## config.mk

```make
export PLATFORM = sky130hd
export DESIGN_NAME = lfsd_top
export DESIGN_NICKNAME = d
export VERILOG_FILES = /design/src/lfsd_pkg.sv /design/src/lfsd_dens.sv /design/src/lfsd_top.sv
export SDC_FILE = /design/constraint.sdc
export NUM_CORES = 1
export LEC_CHECK = 0
export BUFFER_PORTS_ARGS = -buffer_cell sky130_fd_sc_hd__buf_2
export CAP_MARGIN = 40
export CORE_ASPECT_RATIO = 0.75
export CORE_MARGIN = 4
export CORE_UTILIZATION = 50
export CTS_CLUSTER_DIAMETER = 30
export DETAILED_ROUTE_END_ITERATION = 16
export PLACE_DENSITY = 0.75
export SYNTH_ARGS = -nofsm -noshare
export SYNTH_HDL_FRONTEND = slang
export SYNTH_SLANG_ARGS = --single-unit
```

## constraint.sdc

```tcl
create_clock -name sys_clk -period 2.9 [get_ports sys_clk]
set_clock_uncertainty 0.1 [all_clocks]
set_input_delay 0.145 -clock sys_clk [delete_from_list [all_inputs] [get_ports sys_clk]]
set_output_delay 0.145 -clock sys_clk [all_outputs]
set_load 0.02 [all_outputs]
```

## src/lfsd_pkg.sv

```systemverilog
// Shared constants and types for the link fault / signal detect block.
// Assumes one 25 MHz clock that also serves as the reference clock.
`default_nettype none
package lfsd_pkg;
  localparam int NCH = 2;
  // Reference clock rate; one reference period per sys_clk cycle
  localparam int CLK_MHZ = 25;
  // Range control sampling interval, in reference periods
  localparam int RANGE_PERIODS = 16000;
  // Reference periods the VCO is held on the reference while forced
  localparam int FORCE_PERIODS = 8;
  localparam logic [2:0] FORCE_LAST = 3'(FORCE_PERIODS - 1);
  // Character framing and transition density limits in bit periods; recovery count in characters
  localparam logic [3:0] CHAR_LAST = 4'h9;
  localparam logic [6:0] NOTRANS_LIMIT = 7'h3c;
  localparam logic [6:0] GAP_MAX = 7'h7f;
  localparam logic [1:0] RECOVER_LAST = 2'h2;
  // Amplitude threshold select codes and quantised amplitude codes
  localparam logic [1:0] THR_LOW = 2'h0;
  localparam logic [1:0] THR_MID = 2'h1;
  localparam logic [1:0] THR_HIGH = 2'h2;
  // Register byte offsets
  localparam logic [3:0] REG_CTRL = 4'h0;
  localparam logic [3:0] REG_ENABLE = 4'h4;
  localparam logic [3:0] REG_STATUS = 4'h8;
  // Control register fields
  localparam int CTRL_LOOP = 0;
  localparam int CTRL_THR = 1;
  localparam int CTRL_HALF = 3;
  localparam int CTRL_INSEL = 4;
  // Enable register fields
  localparam int ENA_BITS = 0;
  localparam int ENA_STROBE = 4;
  // Status register fields
  localparam int STAT_LFI_N = 0;
  localparam int STAT_FORCE = 2;
  localparam int STAT_DENS = 4;
  localparam int STAT_EN = 6;
  // Range control states
  typedef enum logic [1:0] {
    LFSD_RC_TRACK,
    LFSD_RC_FORCE,
    LFSD_RC_RELOCK
  } lfsd_rc_t;
endpackage
`default_nettype wire

```

## src/lfsd_dens.sv

```systemverilog
// Per-channel transition density monitor with port and loopback selection.
// Assumes serial bit samples arrive asynchronously, one bit per clock.
`default_nettype none
module lfsd_dens (
  // Clock and reset
  input wire logic sys_clk,
  input wire logic rst,
  // Serial bit samples
  input wire logic line1_bit,
  input wire logic line2_bit,
  input wire logic loop_bit,
  // Control from same clock domain
  input wire logic port_sel,
  input wire logic loop_en,
  input wire logic hold,
  // Status
  output logic dens_fault
);
  import lfsd_pkg::*;

  typedef struct packed {
    logic [2:0] s1;
    logic [2:0] s2;
    logic prev;
    logic [6:0] gap;
    logic [3:0] phase;
    logic seen;
    logic [1:0] good;
    logic fault;
  } lfsd_dens_st_t;

  lfsd_dens_st_t r, n;
  logic cur_bit, trans, had;

  always_comb begin
    n = r;
    n.s1 = {loop_bit, line2_bit, line1_bit};
    n.s2 = r.s1;
    // Loopback replaces both line ports
    cur_bit = loop_en ? r.s2[2] : (port_sel ? r.s2[1] : r.s2[0]);
    trans = cur_bit ^ r.prev;
    had = r.seen | trans;
    n.prev = cur_bit;
    // Bits since the last transition, saturating
    if (trans) begin
      n.gap = 7'h00;
    end else if (r.gap != GAP_MAX) begin
      n.gap = r.gap + 7'h01;
    end
    n.phase = (r.phase == CHAR_LAST) ? 4'h0 : r.phase + 4'h1;
    n.seen = (r.phase == CHAR_LAST) ? 1'b0 : had;
    // Three adjacent characters with a transition clear the fault
    if (r.phase == CHAR_LAST) begin
      if (r.fault && had) begin
        if (r.good == RECOVER_LAST) begin
          n.fault = 1'b0;
          n.good = 2'h0;
        end else begin
          n.good = r.good + 2'h1;
        end
      end else begin
        n.good = 2'h0;
      end
    end
    // Set wins over a clear in the same cycle
    if (!trans && r.gap >= NOTRANS_LIMIT) begin
      n.fault = 1'b1;
      n.good = 2'h0;
    end
    // Disabled channel: monitor idles, needs fresh recovery on re-enable
    if (hold) begin
      n.gap = 7'h00;
      n.phase = 4'h0;
      n.seen = 1'b0;
      n.good = 2'h0;
      n.fault = 1'b1;
    end
  end

  always_ff @(posedge sys_clk) begin
    if (rst) begin
      r <= '0;
      r.fault <= 1'b1;
    end else begin
      r <= n;
    end
  end

  assign dens_fault = r.fault;
endmodule
`default_nettype wire

```

## src/lfsd_top.sv

```systemverilog
// Link fault / signal detect block for a two-channel serial receiver.
// Assumes an Avalon-MM master on sys_clk; analog and serial inputs are async pins.
//
// Contract
// - One amplitude threshold select applies to every channel's analog monitor.
// - Analog detect watches only the line receiver chosen by input port select.
// - In loopback, fault reflects only range status and own transmit density.
// - Loopback disables analog signal detect on all channels.
// - No transitions for more than sixty bit periods asserts the fault.
// - Fault stays until three adjacent characters each show a transition.
// - Range control samples VCO deviation, forces it, then releases to relock.
// - Sampling and relock interval is sixteen thousand reference periods.
// - While the VCO is forced, the link fault indicator is driven low.
// - During relock the indicator follows other conditions; lock within one interval.
// - Enable latch passes inputs while strobe high, holds on strobe low.
// - High enable bit enables a channel; low bit powers it down.
// - A disabled receive channel shows an asserted fault.
// - Reference clock may be character rate or half-character rate.
// - Out of range, recovery tracks the reference, then returns to data.
// - Valid signal needs amplitude, density, range and enable all good.
// - Indicator changes synchronously to the channel's receive clock.
// - Enable bit 2 controls channel B, bit 0 channel A; others ignored.
//
// Local design decisions: the register addresses and register access over Avalon-MM.
`default_nettype none
module lfsd_top #(
  parameter int RANGE_PERIODS_P = lfsd_pkg::RANGE_PERIODS
) (
  // Clock and reset
  input wire logic sys_clk,
  input wire logic rst,
  // Avalon-MM slave
  input wire logic [3:0] avs_address,
  input wire logic avs_read,
  input wire logic avs_write,
  input wire logic [3:0] avs_byteenable,
  input wire logic [31:0] avs_writedata,
  output logic [31:0] avs_readdata,
  output logic avs_waitrequest,
  // Analog amplitude codes per channel and port: 0 none, 1..3 above each level
  input wire logic [1:0] ch0_port1_amp,
  input wire logic [1:0] ch0_port2_amp,
  input wire logic [1:0] ch1_port1_amp,
  input wire logic [1:0] ch1_port2_amp,
  // Recovered serial bits and looped-back transmit bits
  input wire logic [1:0] line1_bit,
  input wire logic [1:0] line2_bit,
  input wire logic [1:0] loop_bit,
  // VCO deviation comparator, high beyond the ppm window
  input wire logic [1:0] vco_out_of_range,
  // Outputs to the receive channels
  output logic [1:0] link_fault_indicator_n,
  output logic [1:0] vco_force_ref,
  output logic vco_mult_20,
  output logic [1:0] rx_chan_enable,
  output logic [1:0] input_port_select,
  output logic amp_monitor_enable,
  output logic [1:0] amplitude_threshold_select
);
  import lfsd_pkg::*;

  localparam logic [13:0] RC_LAST = 14'(RANGE_PERIODS_P - 1);

  typedef struct packed {
    logic [1:0][1:0][1:0] amp_s1;
    logic [1:0][1:0][1:0] amp_s2;
    logic [1:0] oor_s1;
    logic [1:0] oor_s2;
    logic loop;
    logic amp_en;
    logic [1:0] thr;
    logic half;
    logic [1:0] insel;
    logic [3:0] en_in;
    logic strobe;
    logic [3:0] en_lat;
    logic [13:0] tick_cnt;
    logic tick;
    lfsd_rc_t [1:0] rc;
    logic [1:0][2:0] force_cnt;
    logic [1:0] lfi_n;
    logic [1:0] force_ref;
    logic wr;
    logic [31:0] rdata;
  } lfsd_top_st_t;

  lfsd_top_st_t r, n;
  logic [1:0] dens_fault;
  logic [1:0] amp_ok;
  logic [1:0] chan_en;
  logic [1:0] valid;
  logic bus_req;
  logic bus_ack;

  // Channel A sits on enable bit 0, channel B on bit 2
  assign chan_en = {r.en_lat[2], r.en_lat[0]};
  assign bus_req = avs_read | avs_write;
  // Request taken only while waitrequest stands high
  assign bus_ack = bus_req & r.wr;

  genvar g;
  generate
    for (g = 0; g < NCH; g++) begin : g_ch
      lfsd_dens u_dens (
        .sys_clk(sys_clk),
        .rst(rst),
        .line1_bit(line1_bit[g]),
        .line2_bit(line2_bit[g]),
        .loop_bit(loop_bit[g]),
        .port_sel(r.insel[g]),
        .loop_en(r.loop),
        .hold(~chan_en[g]),
        .dens_fault(dens_fault[g])
      );
      // Shared threshold, selected port only
      assign amp_ok[g] = r.amp_s2[g][r.insel[g]] > r.thr;
      // All conditions at once; loopback drops amplitude
      assign valid[g] = chan_en[g] & (r.loop | amp_ok[g]) & ~dens_fault[g]
        & ~r.oor_s2[g] & (r.rc[g] != LFSD_RC_FORCE);
    end
  endgenerate

  always_comb begin
    n = r;
    n.amp_s1 = {ch1_port2_amp, ch1_port1_amp, ch0_port2_amp, ch0_port1_amp};
    n.amp_s2 = r.amp_s1;
    n.oor_s1 = vco_out_of_range;
    n.oor_s2 = r.oor_s1;

    // Sampling interval counted in reference periods
    if (r.tick_cnt == RC_LAST) begin
      n.tick_cnt = 14'h0000;
      n.tick = 1'b1;
    end else begin
      n.tick_cnt = r.tick_cnt + 14'h0001;
      n.tick = 1'b0;
    end

    // One wait cycle, then a single-cycle acknowledge
    n.wr = ~bus_ack;
    if (avs_read && r.wr) begin
      case (avs_address)
        REG_CTRL: begin
          n.rdata = 32'h0;
          n.rdata[CTRL_LOOP] = r.loop;
          n.rdata[CTRL_THR +: 2] = r.thr;
          n.rdata[CTRL_HALF] = r.half;
          n.rdata[CTRL_INSEL +: 2] = r.insel;
        end
        REG_ENABLE: begin
          n.rdata = 32'h0;
          n.rdata[ENA_BITS +: 4] = r.en_in;
          n.rdata[ENA_STROBE] = r.strobe;
        end
        REG_STATUS: begin
          n.rdata = 32'h0;
          n.rdata[STAT_LFI_N +: 2] = r.lfi_n;
          n.rdata[STAT_FORCE +: 2] = r.force_ref;
          n.rdata[STAT_DENS +: 2] = dens_fault;
          n.rdata[STAT_EN +: 2] = chan_en;
        end
        default: begin
          n.rdata = 32'h0;
        end
      endcase
    end
    if (avs_write && !r.wr && avs_byteenable[0]) begin
      case (avs_address)
        REG_CTRL: begin
          n.loop = avs_writedata[CTRL_LOOP];
          n.thr = avs_writedata[CTRL_THR +: 2];
          n.half = avs_writedata[CTRL_HALF];
          n.insel = avs_writedata[CTRL_INSEL +: 2];
        end
        REG_ENABLE: begin
          n.en_in = avs_writedata[ENA_BITS +: 4];
          n.strobe = avs_writedata[ENA_STROBE];
        end
        default: begin
          n.rdata = r.rdata;
        end
      endcase
    end
    n.amp_en = ~r.loop;

    // Transparent while strobe high, holds otherwise
    if (r.strobe) begin
      n.en_lat = r.en_in;
    end

    for (int c = 0; c < NCH; c++) begin
      // Sample, force to reference, release to relock
      case (r.rc[c])
        LFSD_RC_TRACK: begin
          if (r.tick && r.oor_s2[c]) begin
            n.rc[c] = LFSD_RC_FORCE;
            n.force_cnt[c] = 3'h0;
          end
        end
        LFSD_RC_FORCE: begin
          if (r.force_cnt[c] == FORCE_LAST) begin
            n.rc[c] = LFSD_RC_RELOCK;
          end else begin
            n.force_cnt[c] = r.force_cnt[c] + 3'h1;
          end
        end
        LFSD_RC_RELOCK: begin
          // Indicator free to follow other monitors here
          if (r.tick) begin
            n.rc[c] = r.oor_s2[c] ? LFSD_RC_FORCE : LFSD_RC_TRACK;
            n.force_cnt[c] = 3'h0;
          end
        end
        default: begin
          n.rc[c] = LFSD_RC_TRACK;
        end
      endcase
      if (!chan_en[c]) begin
        n.rc[c] = LFSD_RC_TRACK;
      end
      n.force_ref[c] = (r.rc[c] == LFSD_RC_FORCE);
      // Forced or disabled channel reads low
      // Single clock here stands in for the channel's receive clock
      n.lfi_n[c] = valid[c];
    end
  end

  always_ff @(posedge sys_clk) begin
    if (rst) begin
      r <= '0;
      r.wr <= 1'b1;
      r.amp_en <= 1'b1;
    end else begin
      r <= n;
    end
  end

  assign avs_readdata = r.rdata;
  assign avs_waitrequest = r.wr;
  assign link_fault_indicator_n = r.lfi_n;
  assign vco_force_ref = r.force_ref;
  // Multiplier 20 for half-rate reference, else 10
  assign vco_mult_20 = r.half;
  assign rx_chan_enable = chan_en;
  assign input_port_select = r.insel;
  assign amp_monitor_enable = r.amp_en;
  assign amplitude_threshold_select = r.thr;
endmodule
`default_nettype wire

```

==> Flow_metrics.wiki <==
{| class="wikitable"
! Metric !! Value
|-
| Largest net degree at the start of global routing || 45
|-
| Max incr delay on CP || about 0.38 ns
|-
| Endpoint kind of the worst setup timing path || flip-flop
|-
| Most used standard cells in the synthesized netlist || dfxtp_1, nor2_1, buf_4
|-
| Time the worst path needs with I/O delays and setup || 1.93 ns
|-
| Simple-gate area share of the yosys netlist || 22.0%
|-
| DRC viols || 0
|-
| Data arrival time of the worst path || around 2.2 ns
|-
| Leading cell types by total area after synthesis || dfxtp_1, nor2_1, buf_4
|-
| Most numerous cell in the Yosys netlist || dfxtp_1
|-
| Number of synthesized register bits || 116
|-
| Relative max-transition margin || 58.5%
|-
| Final setup violation count || 0
|-
| Fraction of final layout cells with drive strength greater than 1 || 17.4%
|-
| Floorplan die area || roughly 11,000 µm²
|-
| Final non-filler cell area || 5950 µm²
|-
| Cell chain of the critical path || buf_4 > mux2_4 > mux2i_4 > xnor2_1 > or2_1 > nor3_4
|-
| Worst Setup Slack post-DPL || 0.979 ns
|-
| Max Cap Violations || 0
|-
| Hold WS || 0.0745 ns
|-
| Accumulated negative setup slack || 0 ns
|-
| Overall global routing resource usage || 18.8%
|-
| Root buf cell || clkbuf_16
|-
| Maximum clock insertion buffer count || 2
|-
| Total number of vias || between 3,000 and 4,000
|-
| Result of the run || finished, final reports clean
|-
| Placement Cell Area || a little over 5000 µm²
|-
| Post-layout util || 63.9%
|-
| Net switching component of the power || 863 µW
|-
| Die height || 93.7 µm
|-
| Flop pwr share || about 40%
|-
| IO Count || 105
|-
| Placeable core area || between 9000 and 10,000 µm²
|-
| Int Pwr || about 3.2 mW
|-
| First-pass GRT wire length || 16,800 µm
|-
| Clock latency of the later-clocked register in the worst-skew pair || 0.41 ns
|-
| Die extent in x || roughly 120 µm
|-
| Multi-input gate area in the final layout || 2230 µm²
|-
| Synth-to-layout area growth || 21.5%
|-
| Multiplexer fraction of the synthesized cell area || 6.85%
|-
| Share of total power consumed by net switching || 21.0%
|-
| Final number of hold-violating endpoints || 0
|-
| H-Tree Level Count || 4
|-
| Global placer's final weighted congestion || 0.763
|-
| Vias in the first global route || between 3,000 and 4,000
|-
| Dpl hpwl || 6900 µm
|-
| TritonCTS sink count || 116
|-
| Number of DRC violations after detailed-routing iteration 0 || around 300
|-
| Main combinational cell family by area after synthesis || simple AND/OR/NAND/NOR gates
|-
| Share of the yosys chip area belonging to registers || 47.4%
|-
| Standby leakage power || between 2 and 2.5 nW
|-
| Synth Area in XOR/XNOR || 3.93%
|-
| Number of antenna violations at the first check in global routing || 0
|-
| Yosys Warn Count || 0
|-
| Total clock buffers created by CTS || 17
|-
| Count of TritonRoute iterations in the first routing pass || 4
|-
| Number of inserted filler cells in the final layout || roughly 730
|-
| Smallest setup slack after layout || just under 1 ns
|-
| Worst setup path category || reg -> reg
|-
| Dominant register cell in the synthesized netlist || dfxtp_1
|-
| Vias per std cell || 5.02
|-
| Number of diodes || 0
|-
| Clock-pin slew of the registers on the worst-case setup and hold paths || ~0.050 ns
|-
| Maximum fanout along the worst path || 7
|-
| Number of distinct standard cells referenced by the synthesized netlist || 42
|-
| Worst vdd ir || 391 µV
|-
| Initial Util || a little over half
|-
| Max-slew violations || 0
|-
| Number of standard cells after synthesis || 520
|-
| Synthesized cell area || 4900 µm²
|-
| Drt total wl || between 10,000 and 15,000 µm
|-
| Element type at the critical path start || flip-flop
|-
| Row cnt || 30
|-
| Measured slew at the worst slew-check pin || 0.622 ns
|-
| TritonCTS clock tree || yes
|-
| NumNets Final || 663
|-
| RSZ-0062 raised after global routing || no
|-
| Post-synth EDFFs || 0
|-
| Share of synthesized cell area in full adder, half adder and majority cells || 4.34%
|-
| Fraction of synthesis flops using an asynchronous set or reset pin || 0%
|-
| Final worst-path cycle share || 66.7%
|-
| Antenna-violating nets left || 0
|-
| Sequential standard cell area || 2320 µm²
|-
| Average wire per cell in the routed design || 14.2 µm
|-
| Yosys top cell area share || 47.4%
|-
| Hold Crit Class || in -> reg
|-
| Pwr/cell area || 691 nW/µm²
|-
| Most area-hungry cell type in the Yosys netlist || dfxtp_1
|-
| CP required || 3.13 ns
|-
| Clock share of power || roughly 56%
|-
| Highest clock rate || 517 MHz
|-
| Remaining Overflow, GRT || 0
|-
| Slowest cell on the critical path || or2_1
|-
| Portion of total power attributed to combinational logic || 3.9%
|-
| I/O Buffers || 51
|-
| Post-synthesis compound-gate area fraction || between 6 and 7%
|-
| Post-synthesis area per instance || 9.42 µm²
|}
sequential cells by signal, indices dropped and copies added, names as in the netlist:
register,flops
r,41
g_ch.u_dens.r,36
n,10
avs_readdata,8
g_ch.u_dens.n,6
amplitude_threshold_select,2
g_ch.u_dens.dens_fault,2
input_port_select,2
link_fault_indicator_n,2
rx_chan_enable,2
vco_force_ref,2
amp_monitor_enable,1
avs_waitrequest,1
vco_mult_20,1
worst paths after layout:
kind / from / end / slack (ns) / depth (start not counted)
worst min register to register: n[88] / r[88] / 0.33 / 1
worst max-delay path: input_port_select[1] / g_ch[1].u_dens.r[10] / 0.97 / 6
worst min-delay path: avs_address[3] / avs_readdata[7] / 0.07 / 3
worst max register to register: input_port_select[1] / g_ch[1].u_dens.r[10] / 0.97 / 6
power groups by stage:
stage | Clock [mW] | Sequential, mW | Combinational [mW]
after floorplan | 0 | 1.67 | 0.115
after detailed placement | 0 | 1.67 | 0.130
after global routing | 2.41 | 1.64 | 0.176
after CTS | 2.34 | 1.63 | 0.157
final | 2.32 | 1.63 | 0.159
after global placement | 0 | 1.67 | 0.128
critical path, delay by kind of cell (launching register included):
kind | cells | cell delay [ns]
xor gates and xnor gates | 1 | 0.19
buffers and inverters | 1 | 0.15
DFF | 1 | 0.30
muxes | 2 | 0.51
and+or+nand+nor | 2 | 0.60
placed cells by master (no fill, tap or decap), drive strengths merged:
cell	n
dfxtp	116
nor3b	6
clkbuf	18
nor2b	35
buf	55
o21ai	11
a22oi	5
nor3	10
inv	18
dlygate4sd3	24
xnor2	11
and3	6
bufinv	5
nand2b	2
nor2	88
mux2	10
a21oi	28
a31oi	4
nand3	14
o211ai	1
nor4b	3
xor2	11
o22a	2
clkinv	3
and4	3
nor4	2
clkinvlp	2
and2	2
a21o	2
conb	24
nand3b	7
nand2	23
ha	17
a41o	2
or2	3
mux2i	19
nand4	7
what timing repair did:
item | in CTS | in global routing
endpoints found under the hold margin | 28 | 0
hold buffers | 24 | 0
gates resized for setup | 0 | 0
setup buffers | 0 | 0
metrics by stage:
step           power [mW]  instances
2_1_floorplan        1.78        543
3_3_place_gp         1.79        671
3_5_place_dp         1.80        671
4_1_cts              4.13        727
5_1_grt              4.23        727
6_report             4.11        727
logic make-up (layout without fill, tap and decap cells):
family          after synthesis  in the layout
simple gates                211            211
fa+ha+maj                    17             17
other cells                   1             24
buf+inv                      69            125
flops                       116            116
compound gates               55             55
xor+xnor                     22             22
mux                          29             29
layer usage:
metal	global-route usage [%]	vias up	wire [µm]
met5	0	-	0
met4	7.36	0	127
met3	4.94	16	589
met2	32.0	106	5120
met1	22.6	1718	4480
li1	-	1808	-
cell type report:
type,count,area share (%)
tap,128,2.69
inverter,14,0.883
clock buffer,18,7.38
timing repair buffer,79,8.83
sequential,116,39.0
multi-input combinational,358,37.4
clock inverter,14,3.74
Power figures use the tool's default switching activity.
